## src/rtl/rx_screen_pkg.sv

```systemverilog
// constants, register map and carrier types of the receive cell header screen
// Operation
// - expected second header octet register at index 0x19, resets to zero
// - expected third header octet register at index 0x1a, resets to zero
// - expected fourth header octet register at index 0x1b, resets to zero
// - every incoming cell header is compared against the programmed expected pattern
// - a mask bit of one makes that header bit position match always
// - mask is 32 bits, one per header bit, four byte registers
// - first octet mask register at index 0x1c, resets to all ones
// - second octet mask register at index 0x1d, resets to all ones
// - third octet mask register at index 0x1e, resets to all ones
// - any mix of mask bits applies together, selecting groups of paths
// - cells whose header passes are forwarded toward the host cell port
// - expected first header octet register at index 0x18
// - fourth octet mask register at index 0x1f, resets to all ones
package rx_screen_pkg;

    // register indices; byte address is four times the index
    localparam logic [7:0] IDX_EXPECTED_OCTET1 = 8'h18;
    localparam logic [7:0] IDX_EXPECTED_OCTET2 = 8'h19;
    localparam logic [7:0] IDX_EXPECTED_OCTET3 = 8'h1a;
    localparam logic [7:0] IDX_EXPECTED_OCTET4 = 8'h1b;
    localparam logic [7:0] IDX_IGNORE_OCTET1   = 8'h1c;
    localparam logic [7:0] IDX_IGNORE_OCTET2   = 8'h1d;
    localparam logic [7:0] IDX_IGNORE_OCTET3   = 8'h1e;
    localparam logic [7:0] IDX_IGNORE_OCTET4   = 8'h1f;
    localparam logic [7:0] IDX_CELL_COUNTS     = 8'h28;
    localparam logic [7:0] IDX_FRAME_ERRORS    = 8'h29;

    localparam int          ADDR_W      = 10;
    localparam int          IDX_LSB     = 2;
    localparam logic [7:0]  EXPECTED_RST = 8'h00;
    localparam logic [7:0]  IGNORE_RST   = 8'hff;

    // cell framing
    localparam logic [5:0]  CELL_OCTETS  = 6'd53;
    localparam logic [5:0]  LAST_HDR_IDX = 6'd3;
    localparam logic [5:0]  LAST_IDX     = 6'd52;
    localparam logic [15:0] COUNT_MAX    = 16'hffff;

    // beat carried toward the host cell port
    typedef struct packed {
        logic        start;
        logic [31:0] header;
        logic [7:0]  octet;
    } fwd_beat_s;

    // incoming octet from the receive cell path
    typedef struct packed {
        logic       start;
        logic [7:0] octet;
    } rx_beat_s;

endpackage

```

## src/rtl/rx_cell_header_screen.sv

```systemverilog
// receive cell header screen: apb register file, header capture, screening and forwarding
//
// Implementation choice: the APB slave port.
`timescale 1ns/1ns
module rx_cell_header_screen
    import rx_screen_pkg::*;
(
    input  wire logic              mclk_in,
    input  wire logic              reset_in,
    // apb slave
    input  wire logic              psel_in,
    input  wire logic              penable_in,
    input  wire logic              pwrite_in,
    input  wire logic [ADDR_W-1:0] paddr_in,
    input  wire logic [31:0]       pwdata_in,
    input  wire logic [3:0]        pstrb_in,
    output logic      [31:0]       prdata_out,
    output logic                   pready_out,
    output logic                   pslverr_out,
    // receive cell octets, same clock domain
    input  wire logic              rx_valid_in,
    input  wire rx_beat_s          rx_beat_in,
    // screened cells toward the host cell port
    output logic                   fwd_valid_out,
    output fwd_beat_s              fwd_beat_out
);

    // ------------------------------------------------------------------
    // overview
    // ------------------------------------------------------------------
    // software programs a 32-bit expected header and a 32-bit ignore mask,
    // one byte register per header octet. octet 1 is the first octet on the
    // link and sits in bits 31:24 of every 32-bit view used below.
    //
    // cells arrive one octet per valid cycle on the same clock. the first four
    // octets are gathered; when the fourth arrives the header is judged at
    // once, without waiting a cycle, so the header beat leaves one cycle after
    // the fourth octet and the body keeps the same one-cycle latency.
    //
    // limitations a user must know:
    //  - there is no back-pressure toward the receive path and no buffer
    //    toward the host port; the host side must take one beat per cycle.
    //  - a mask or pattern written in the middle of a cell header can give a
    //    verdict on a mix of old and new bytes. software should change the
    //    screen between cells, or accept one odd verdict.
    //  - a cell cut short by a new start is not closed toward the host port;
    //    the host sees a fresh start beat and must drop the partial cell.
    //  - the header error check octet is forwarded but never checked here.
    //
    // the apb side always answers in the access cycle after setup. there are
    // no wait states, which keeps the answer path a single flip-flop stage.

    // ------------------------------------------------------------------
    // register storage
    // ------------------------------------------------------------------
    logic [7:0]  expected_octet [4];
    logic [7:0]  ignore_octet   [4];
    logic [15:0] cells_passed;
    logic [15:0] cells_blocked;
    logic [15:0] cells_truncated;
    logic [15:0] stray_octets;

    // ------------------------------------------------------------------
    // apb decode
    // ------------------------------------------------------------------
    wire logic [7:0] reg_idx      = paddr_in[IDX_LSB +: 8];
    wire logic       word_aligned = (paddr_in[IDX_LSB-1:0] == 2'b00);
    wire logic       setup_phase  = psel_in && !penable_in;
    wire logic       access_done  = psel_in && penable_in && pready_out;
    wire logic       write_done   = access_done && pwrite_in;

    wire logic hit_expected = word_aligned &&
                              (reg_idx >= IDX_EXPECTED_OCTET1) &&
                              (reg_idx <= IDX_EXPECTED_OCTET4);
    wire logic hit_ignore   = word_aligned &&
                              (reg_idx >= IDX_IGNORE_OCTET1) &&
                              (reg_idx <= IDX_IGNORE_OCTET4);
    wire logic hit_counts   = word_aligned && (reg_idx == IDX_CELL_COUNTS);
    wire logic hit_errors   = word_aligned && (reg_idx == IDX_FRAME_ERRORS);
    wire logic hit_any      = hit_expected || hit_ignore || hit_counts || hit_errors;

    // octet slot within the group of four byte registers
    wire logic [1:0] slot = reg_idx[1:0];

    wire logic wr_expected = write_done && hit_expected && pstrb_in[0];
    wire logic wr_ignore   = write_done && hit_ignore && pstrb_in[0];
    // any write to a counter register clears both counters it holds
    wire logic clr_counts  = write_done && hit_counts;
    wire logic clr_errors  = write_done && hit_errors;

    // read mux; narrow registers sit in the low byte, upper bits read zero
    logic [31:0] read_value;
    always_comb begin
        read_value = 32'h0000_0000;
        if (hit_expected) begin
            read_value = {24'h00_0000, expected_octet[slot]};
        end else if (hit_ignore) begin
            read_value = {24'h00_0000, ignore_octet[slot]};
        end else if (hit_counts) begin
            read_value = {cells_blocked, cells_passed};
        end else if (hit_errors) begin
            read_value = {stray_octets, cells_truncated};
        end
    end

    // answer registered in the setup cycle, so access lasts exactly one cycle
    always_ff @(posedge mclk_in or posedge reset_in) begin
        if (reset_in) begin
            pready_out  <= 1'b0;
            prdata_out  <= 32'h0000_0000;
            pslverr_out <= 1'b0;
        end else if (setup_phase) begin
            pready_out  <= 1'b1;
            prdata_out  <= pwrite_in ? 32'h0000_0000 : read_value;
            pslverr_out <= !hit_any;
        end else begin
            pready_out  <= 1'b0;
            prdata_out  <= 32'h0000_0000;
            pslverr_out <= 1'b0;
        end
    end

    // ------------------------------------------------------------------
    // header and mask registers
    // ------------------------------------------------------------------
    // expected pattern, all zero after reset
    always_ff @(posedge mclk_in or posedge reset_in) begin
        if (reset_in) begin
            expected_octet[0] <= EXPECTED_RST;
            expected_octet[1] <= EXPECTED_RST;
            expected_octet[2] <= EXPECTED_RST;
            expected_octet[3] <= EXPECTED_RST;
        end else if (wr_expected) begin
            expected_octet[slot] <= pwdata_in[7:0];
        end
    end

    // ignore masks, all ones after reset so every cell passes until programmed
    always_ff @(posedge mclk_in or posedge reset_in) begin
        if (reset_in) begin
            ignore_octet[0] <= IGNORE_RST;
            ignore_octet[1] <= IGNORE_RST;
            ignore_octet[2] <= IGNORE_RST;
            ignore_octet[3] <= IGNORE_RST;
        end else if (wr_ignore) begin
            ignore_octet[slot] <= pwdata_in[7:0];
        end
    end

    // full 32-bit pattern and mask, octet 1 in the top byte
    wire logic [31:0] expected_word = {expected_octet[0], expected_octet[1],
                                       expected_octet[2], expected_octet[3]};
    wire logic [31:0] ignore_word   = {ignore_octet[0], ignore_octet[1],
                                       ignore_octet[2], ignore_octet[3]};

    // ------------------------------------------------------------------
    // cell framing
    // ------------------------------------------------------------------
    logic        in_cell;
    logic [5:0]  octet_idx;
    logic [23:0] hdr_hold;
    logic        pass_cell;

    wire logic start_beat  = rx_valid_in && rx_beat_in.start;
    wire logic cont_beat   = rx_valid_in && !rx_beat_in.start && in_cell;
    wire logic stray_beat  = rx_valid_in && !rx_beat_in.start && !in_cell;
    // a new start while a cell is still open cuts the open one short
    wire logic truncation  = start_beat && in_cell;
    wire logic hdr_beat    = cont_beat && (octet_idx < LAST_HDR_IDX);
    wire logic hdr_done    = cont_beat && (octet_idx == LAST_HDR_IDX);
    wire logic body_beat   = cont_beat && (octet_idx > LAST_HDR_IDX);
    wire logic last_beat   = cont_beat && (octet_idx == LAST_IDX);

    // header word completes with the fourth octet
    wire logic [31:0] hdr_word = {hdr_hold, rx_beat_in.octet};

    // screening: masked bits never mismatch, all mask bits act together
    wire logic [31:0] hdr_diff     = hdr_word ^ expected_word;
    wire logic [31:0] hdr_mismatch = hdr_diff & ~ignore_word;
    wire logic        hdr_accept   = (hdr_mismatch == 32'h0000_0000);

    // octet position and cell state
    always_ff @(posedge mclk_in or posedge reset_in) begin
        if (reset_in) begin
            in_cell   <= 1'b0;
            octet_idx <= 6'd0;
        end else if (start_beat) begin
            in_cell   <= 1'b1;
            octet_idx <= 6'd1;
        end else if (last_beat) begin
            in_cell   <= 1'b0;
            octet_idx <= 6'd0;
        end else if (cont_beat) begin
            octet_idx <= octet_idx + 6'd1;
        end
    end

    // header octets shift in until the fourth one arrives
    always_ff @(posedge mclk_in or posedge reset_in) begin
        if (reset_in) begin
            hdr_hold <= 24'h00_0000;
        end else if (start_beat) begin
            hdr_hold <= {16'h0000, rx_beat_in.octet};
        end else if (hdr_beat) begin
            hdr_hold <= {hdr_hold[15:0], rx_beat_in.octet};
        end
    end

    // verdict kept for the rest of the cell
    always_ff @(posedge mclk_in or posedge reset_in) begin
        if (reset_in) begin
            pass_cell <= 1'b0;
        end else if (start_beat) begin
            pass_cell <= 1'b0;
        end else if (hdr_done) begin
            pass_cell <= hdr_accept;
        end
    end

    // ------------------------------------------------------------------
    // forwarding toward the host cell port
    // ------------------------------------------------------------------
    // header goes out as one beat once decided; hec and payload follow octet by
    // octet. no buffer: the host port must take one beat per cycle.
    wire logic send_header = hdr_done && hdr_accept;
    wire logic send_body   = body_beat && pass_cell;

    always_ff @(posedge mclk_in or posedge reset_in) begin
        if (reset_in) begin
            fwd_valid_out <= 1'b0;
            fwd_beat_out  <= '0;
        end else if (send_header) begin
            fwd_valid_out       <= 1'b1;
            fwd_beat_out.start  <= 1'b1;
            fwd_beat_out.header <= hdr_word;
            fwd_beat_out.octet  <= 8'h00;
        end else if (send_body) begin
            fwd_valid_out       <= 1'b1;
            fwd_beat_out.start  <= 1'b0;
            fwd_beat_out.octet  <= rx_beat_in.octet;
        end else begin
            fwd_valid_out       <= 1'b0;
            fwd_beat_out.start  <= 1'b0;
        end
    end

    // ------------------------------------------------------------------
    // statistics
    // ------------------------------------------------------------------
    // counters saturate so software never sees a wrap as a small count;
    // an event in the same cycle as a clear is kept as a count of one
    wire logic passed_event  = hdr_done && hdr_accept;
    wire logic blocked_event = hdr_done && !hdr_accept;

    // cells that passed the screen; cleared with the blocked count
    sat_counter #(
        .WIDTH ($bits(cells_passed))
    ) u_passed_count (
        .mclk_in   (mclk_in),
        .reset_in  (reset_in),
        .clear_in  (clr_counts),
        .event_in  (passed_event),
        .count_out (cells_passed)
    );

    // cells whose header failed the screen
    sat_counter #(
        .WIDTH ($bits(cells_blocked))
    ) u_blocked_count (
        .mclk_in   (mclk_in),
        .reset_in  (reset_in),
        .clear_in  (clr_counts),
        .event_in  (blocked_event),
        .count_out (cells_blocked)
    );

    // cells cut short by a new start octet
    sat_counter #(
        .WIDTH ($bits(cells_truncated))
    ) u_truncated_count (
        .mclk_in   (mclk_in),
        .reset_in  (reset_in),
        .clear_in  (clr_errors),
        .event_in  (truncation),
        .count_out (cells_truncated)
    );

    // octets seen with no cell open; a hint of lost framing upstream
    sat_counter #(
        .WIDTH ($bits(stray_octets))
    ) u_stray_count (
        .mclk_in   (mclk_in),
        .reset_in  (reset_in),
        .clear_in  (clr_errors),
        .event_in  (stray_beat),
        .count_out (stray_octets)
    );

endmodule // rx_cell_header_screen

// saturating event counter; a clear and an event in the same cycle give a count of one
module sat_counter #(
    parameter int WIDTH = 16
) (
    input  wire logic             mclk_in,
    input  wire logic             reset_in,
    input  wire logic             clear_in,
    input  wire logic             event_in,
    output logic      [WIDTH-1:0] count_out
);

    localparam logic [WIDTH-1:0] STEP = {{(WIDTH-1){1'b0}}, 1'b1};

    // clear first, then count on top, so a same-cycle event is never lost
    wire logic [WIDTH-1:0] base       = clear_in ? '0 : count_out;
    wire logic             at_top     = &base; // stop at all ones, never wrap
    wire logic [WIDTH-1:0] next_count = (event_in && !at_top) ? base + STEP : base;

    // count register
    always_ff @(posedge mclk_in or posedge reset_in) begin
        if (reset_in) begin
            count_out <= '0;
        end else begin
            count_out <= next_count;
        end
    end

endmodule // sat_counter

```

## config.mk

```make
export PLATFORM = sky130hd
export DESIGN_NAME = rx_cell_header_screen
export DESIGN_NICKNAME = d
export VERILOG_FILES = /design/src/rtl/rx_screen_pkg.sv /design/src/rtl/rx_cell_header_screen.sv
export SDC_FILE = /design/constraint.sdc
export NUM_CORES = 1
export LEC_CHECK = 0
export BUFFER_PORTS_ARGS = -buffer_cell sky130_fd_sc_hd__buf_2
export CORE_MARGIN = 10
export CORE_UTILIZATION = 40
export DETAILED_ROUTE_END_ITERATION = 8
export SLEW_MARGIN = 20
export SYNTH_ARGS = -nofsm -noshare
export SYNTH_HDL_FRONTEND = slang
export SYNTH_SLANG_ARGS = --single-unit
export TNS_END_PERCENT = 30
```

## constraint.sdc

```tcl
create_clock -name mclk_in -period 10.3 [get_ports mclk_in]
set_input_delay 1.03 -clock mclk_in [delete_from_list [all_inputs] [get_ports mclk_in]]
set_output_delay 1.03 -clock mclk_in [all_outputs]
set_load 0.05 [all_outputs]
```

---- Word level (Yosys, flattened, before mapping) ----
Index checks and enable logic that the tools add are counted.
Widths: inputs -> output; s select.
word-level totals
  bits in registers ....................... 236
  input bits .............................. 61
  output and inout bits ................... 76
  word-level logic and storage cells ...... 140
operators by class
  $add $sub $neg .......................... 5
  order comparisons ....................... 8
  equal/unequal tests ..................... 4
  mux-type cells .......................... 40
  bitwise gates (word level) .............. 4
  reductions and logical operators ........ 56
operator list
  operator               number
  $mux 32                6
  $mux 16                8
  $add 16x1->16 const B  4
  $bwmux 32              2
  $reduce_and 16->1      4
  $mux 8                 7
  $mux 24                2
  $logic_and 1x1->1      33
  $and 32x32->32         1
  $bmux 8 s2             2
  $logic_not 32->1       1
  $not 32->32            1
  $xor 32x32->32         1
  $mux 6                 3
  $demux 8 s2            1
  $eq 8x6->1 const B     2
  $ge 8x5->1 const B     2
  $le 8x5->1 const B     2
  $logic_not 1->1        9
  $mux 1                 9
  $reduce_bool 2->1      4
  $add 6x1->6 const B    1
  $eq 6x2->1 const B     1
  $eq 6x6->1 const B     1
  other kinds (8)        10

---- Logic depth before layout (Yosys ltp) ----
  depth in word-level cells ............... 9
  mapped depth ............................ 16
  mapped depth without buffers ............ 13

---- Cells and area by module ----
Synthesis repeated with hierarchy kept, for this count alone.
unflattened totals
  cell total of the unflattened synthesis .. 971
  area total of the unflattened synthesis .. 11322.1 um2
modules (own cells, without submodules)
  module                 instances  cells an instance  area each (um2)  seq. area each (um2)
  rx_cell_header_screen  1          599                7773.7           4344.2
  sat_counter            4          93                 887.1            400.4

---- Worst setup path before layout ----
OpenSTA, ideal clock, no wires.
  kind .................................... input to register
  from .................................... in paddr_in[3]
  to ...................................... reg u_blocked_count.count_out[15]
  library setup time ...................... 0.078 ns
  data arrival time ....................... 4.436 ns
  required time ........................... 10.222 ns
  slack ................................... 5.787 ns
  stages on the path ...................... 15
  path buffers ............................ 3
  cells stage by stage .................... or4b_1 -> or3_1 -> buf_2 -> or3_4 -> clkbuf_1 -> clkbuf_1 -> nand2_1 -> inv_1 -> ha_1 -> and3_1 -> and3_1 -> a211oi_1 -> nand4_1 -> or3_1 -> a21oi_1
between the ends
  longest elaborated chain between the ends .. 8
  elaborated cells on any way between the ends .. 9
  classes of those cells .................. add/sub: 1; eq/ne: 1; mux: 2; reduce/logical: 5
ends and longest elaborated chain
  item                                                   RTL line                      text
  from (decl)                                            rx_cell_header_screen.sv:14   input wire logic [ADDR_W-1:0] paddr_in,
  $eq 8x6->1 (*)                                         rx_cell_header_screen.sv:78   wire logic hit_counts = word_aligned && (reg_idx == IDX_CELL_COUNTS);
  $logic_and 1x1->1 (*)                                  rx_cell_header_screen.sv:78
  $logic_and 1x1->1 (*)                                  rx_cell_header_screen.sv:88   wire logic clr_counts = write_done && hit_counts;
  $mux 16 (*)                                            rx_cell_header_screen.sv:315  wire logic [WIDTH-1:0] base = clear_in ? '0 : count_out;
  branches (longest 3 deep; another with $add 16x1->16)  --
  $mux 16 (*)                                            rx_cell_header_screen.sv:317  wire logic [WIDTH-1:0] next_count = (event_in && !at_top) ? base + STEP : base;
  named net u_blocked_count.next_count[15]               rx_cell_header_screen.sv:317
  to (signal assigned)                                   rx_cell_header_screen.sv:324  count_out <= next_count;
  to (decl)                                              rx_cell_header_screen.sv:309  output logic [WIDTH-1:0] count_out
Mark *: on every way through the listed nets, which the timed path passes.
A chain may end at the register's enable or synchronous reset.

---- Worst setup path after layout ----
Ends and elaborated chain as after synthesis.

==> qor.csv <==
metric;value;unit
status;finished clean;
grt_first_pass_wirelength;45.8;mm
relSlewSlack;0.328;
synth_async_sr_flop_share;1.00;
core_area;27100;sq um
synth-xor-area-share;0.0507;
initial_core_util;0.408;
cp-start-kind;input pin;
clk_path_buf_depth;3;
gp_congestion;0.816;
grt_max_degree;121;
hold_buffers;0;
avgSynthCellArea;10.7;sq um
post_cts.repair.setup_buffers;0;
critPathRequiredTime;10.76;ns
clock-root-buffer;clkbuf_16;
drv_cap;0;
gr-usage-all-layers;0.161;
wl_per_cell;18.9;microns
fin_crit_sh;0.435;
slew_viol_final;0;
clkSlewWorstSetupHoldPaths;0.06;ns
yosysSeqAreaShare;0.537;
setup.worst_path.class;in2reg;
max_freq;223;MHz
min_path_type;reg2reg;
globalRouteOverflowTotal;0;
p_seq_frac;0.459;
p_sw_frac;0.266;
fp.dieW;186;microns
endpoint_kind;flip-flop;
cts_num_sinks;236;
cts_resized;0;
vias;8020;
r2r-end;u_blocked_count.count_out[15];
ant_nets;0;
timing.critical_path.to;u_blocked_count.count_out[15];
finalHoldViolCount;0;
rows;60;
firstDrtPassIters;5;
syn2layout_area_growth;16.9;%
rsz0062_at_grt;no;
drt_wl_total;28.9;mm
reg2regPathDepth;11;
io_pins;137;
startpoint;paddr_in[3];
clk_latency;0.55;ns
dieArea;34700;sq um
cp_max_fo;24;
tns;0;ns
antenna_found_initial;4;
syn-num-nets;1098;
crit_buf_inv;1;
final_cell_mix;dfrtp_1, nand2_1, buf_2;
clock-skew-final;0.0218;ns
hpwl;20.1;mm
yosys-mux-area-fraction;0.147;
combPwrFrac;0.109;
via_per_inst;5.25;
whs;0.460;ns
synth-edff-count;0;
synth_area;11100;sq um
cp_cell_sequence;buf_2 -> or4b_1 -> or3_1 -> or3_4 -> and2_1 -> ha_1 -> and3_1 -> and3_1 -> a211oi_1 -> nand4_1 -> or3_1 -> a21oi_1;
r2r_start;pready_out;
clockPowerShare;0.432;
finalCriticalPeriod;4.48;ns
ys_seq_elements;236;
die_h;186;microns
synthDistinctLibCells;55;
drt_iter0_drc;521;
power.density;177;nW/um^2
cpLargestDelayFamily;simple AND/OR/NAND/NOR gates;
syn_inst;1033;
portBuffers;109;
crit_cells;12;
synth_compound_area_frac;0.0585;
nets;1199;
setup_viol;0;
critPathSlowestCell;or4b_1;
synth_ff_type;dfrtp_1;
htree_levels;1;
crit_arrival;4.94;ns
internal_power;1.68;mW
final_cells;1528;
cp_slowest_stage_delay;0.62;ns
irDropWorstVdd;130;uV
post-route-drc-count;0;
placed_cells;1477;
grt_pass1_vias;8178;
layout_commonest_cell;dfrtp_1;
regToRegSetupSlack;6.92;ns
p_leak;6.00;nW
cts_tree;built;
cts-buffers-inserted;27;
synth_fa_ha_area_frac;0.00452;
worst_pin_slew;1.00;ns
synth_top_family_by_area;simple AND/OR/NAND/NOR gates;
yosys.area_share.simple;0.183;
drive_gt1_frac;0.266;
synth-warning-count;0;
switching_power;610;uW
power groups by stage:
| stage | combinational (mW) | sequential [mW] | clock [mW] |
|---|---|---|---|
| 3_5_place_dp | 0.251 | 1.07 | 0 |
| 3_3_place_gp | 0.248 | 1.07 | 0 |
| 4_1_cts | 0.252 | 1.05 | 1.02 |
| 6_report | 0.250 | 1.05 | 0.992 |
| 2_1_floorplan | 0.151 | 1.08 | 0 |
| 5_1_grt | 0.278 | 1.06 | 1.05 |
Yosys cell counts (3+ instances only):
master,number,area share
a21oi_1,43,0.019
a22oi_1,10,0.0068
a41oi_1,3,0.0024
and2_1,7,0.0040
and3_1,22,0.012
and4_1,7,0.0055
buf_1,6,0.0020
clkbuf_1,38,0.013
dfrtp_1,204,0.46
dfstp_2,32,0.076
ha_1,4,0.0045
inv_1,9,0.0031
mux2_2,81,0.082
mux2i_1,35,0.032
mux4_2,16,0.033
nand2_1,194,0.066
nand2b_1,6,0.0034
nand3_1,34,0.015
nand4_1,14,0.0079
nor2_1,81,0.027
nor3_1,18,0.0081
nor3b_1,3,0.0020
nor4_1,8,0.0045
o21a_1,3,0.0020
o21ai_0,19,0.0086
o22ai_1,16,0.0090
or2_2,4,0.0023
or3_1,18,0.010
or4_1,3,0.0020
xnor2_1,43,0.034
xor2_1,21,0.017
cell families after synthesis:
kind of cell	after synthesis
AO/OA/AOI/OAI	108
XOR/XNOR	64
adder cells (fa/ha/maj)	4
buffers and inverters	56
flip-flops	236
multiplexers	132
AND/OR/NAND/NOR	433
metal layers:
layer	wire, microns	up-vias	track usage	share of wire
met5	32	-	0	0.0011
met2	14600	129	0.283	0.51
met4	430	6	0.0363	0.015
met3	1270	35	0.0294	0.044
met1	12500	4028	0.199	0.43
li1	-	3822	-	-
state kept, by name, indices dropped and copies added, names as in the netlist:
signal                       count
fwd_beat_out                    41
expected_octet                  32
ignore_octet                    32
prdata_out                      32
hdr_hold                        24
u_blocked_count.count_out       16
u_passed_count.count_out        16
u_stray_count.count_out         16
u_truncated_count.count_out     16
octet_idx                        6
fwd_valid_out                    1
in_cell                          1
pass_cell                        1
pready_out                       1
pslverr_out                      1
tightest hold or removal path, stage by stage (launching register included):
cell,delay (ns)
dfrtp_1,0.34
nand2_1,0.05
nand2_1,0.04
layout make-up:
| cell class | count | area [sq um] |
|---|---|---|
| antenna | 1 | 2.50 |
| clock buffer | 42 | 792 |
| clock inverter | 8 | 138 |
| fill | 2521 | 14200 |
| inverter | 9 | 41.3 |
| multi-input combinational | 741 | 4930 |
| sequential | 236 | 5950 |
| tap | 372 | 465 |
| timing repair buffer | 119 | 621 |
how the worst min path moves through the flow:
stage,start,endpoint,slack [ns],depth (start not counted)
3_3_place_gp,fwd_beat_out[13],fwd_beat_out[13],0.45,2
4_1_cts,fwd_beat_out[10],fwd_beat_out[10],0.46,2
5_1_grt,fwd_beat_out[25],fwd_beat_out[25],0.49,2
6_report,fwd_beat_out[10],fwd_beat_out[10],0.46,2
2_1_floorplan,u_truncated_count.count_out[15],u_truncated_count.count_out[15],0.48,2
3_5_place_dp,fwd_beat_out[23],fwd_beat_out[23],0.45,2
stage by stage:
stage	instance area [sq um]	utilization	power [mW]	setup slack, ns
after CTS	12900	0.477	2.32	5.86
after global placement	12000	0.443	1.32	5.33
final	12900	0.477	2.29	5.82
after floorplan	11100	-	1.23	2.85
after global routing	12900	0.477	2.39	5.67
after detailed placement	12000	0.443	1.32	5.33
Power figures use the tool's default switching activity.
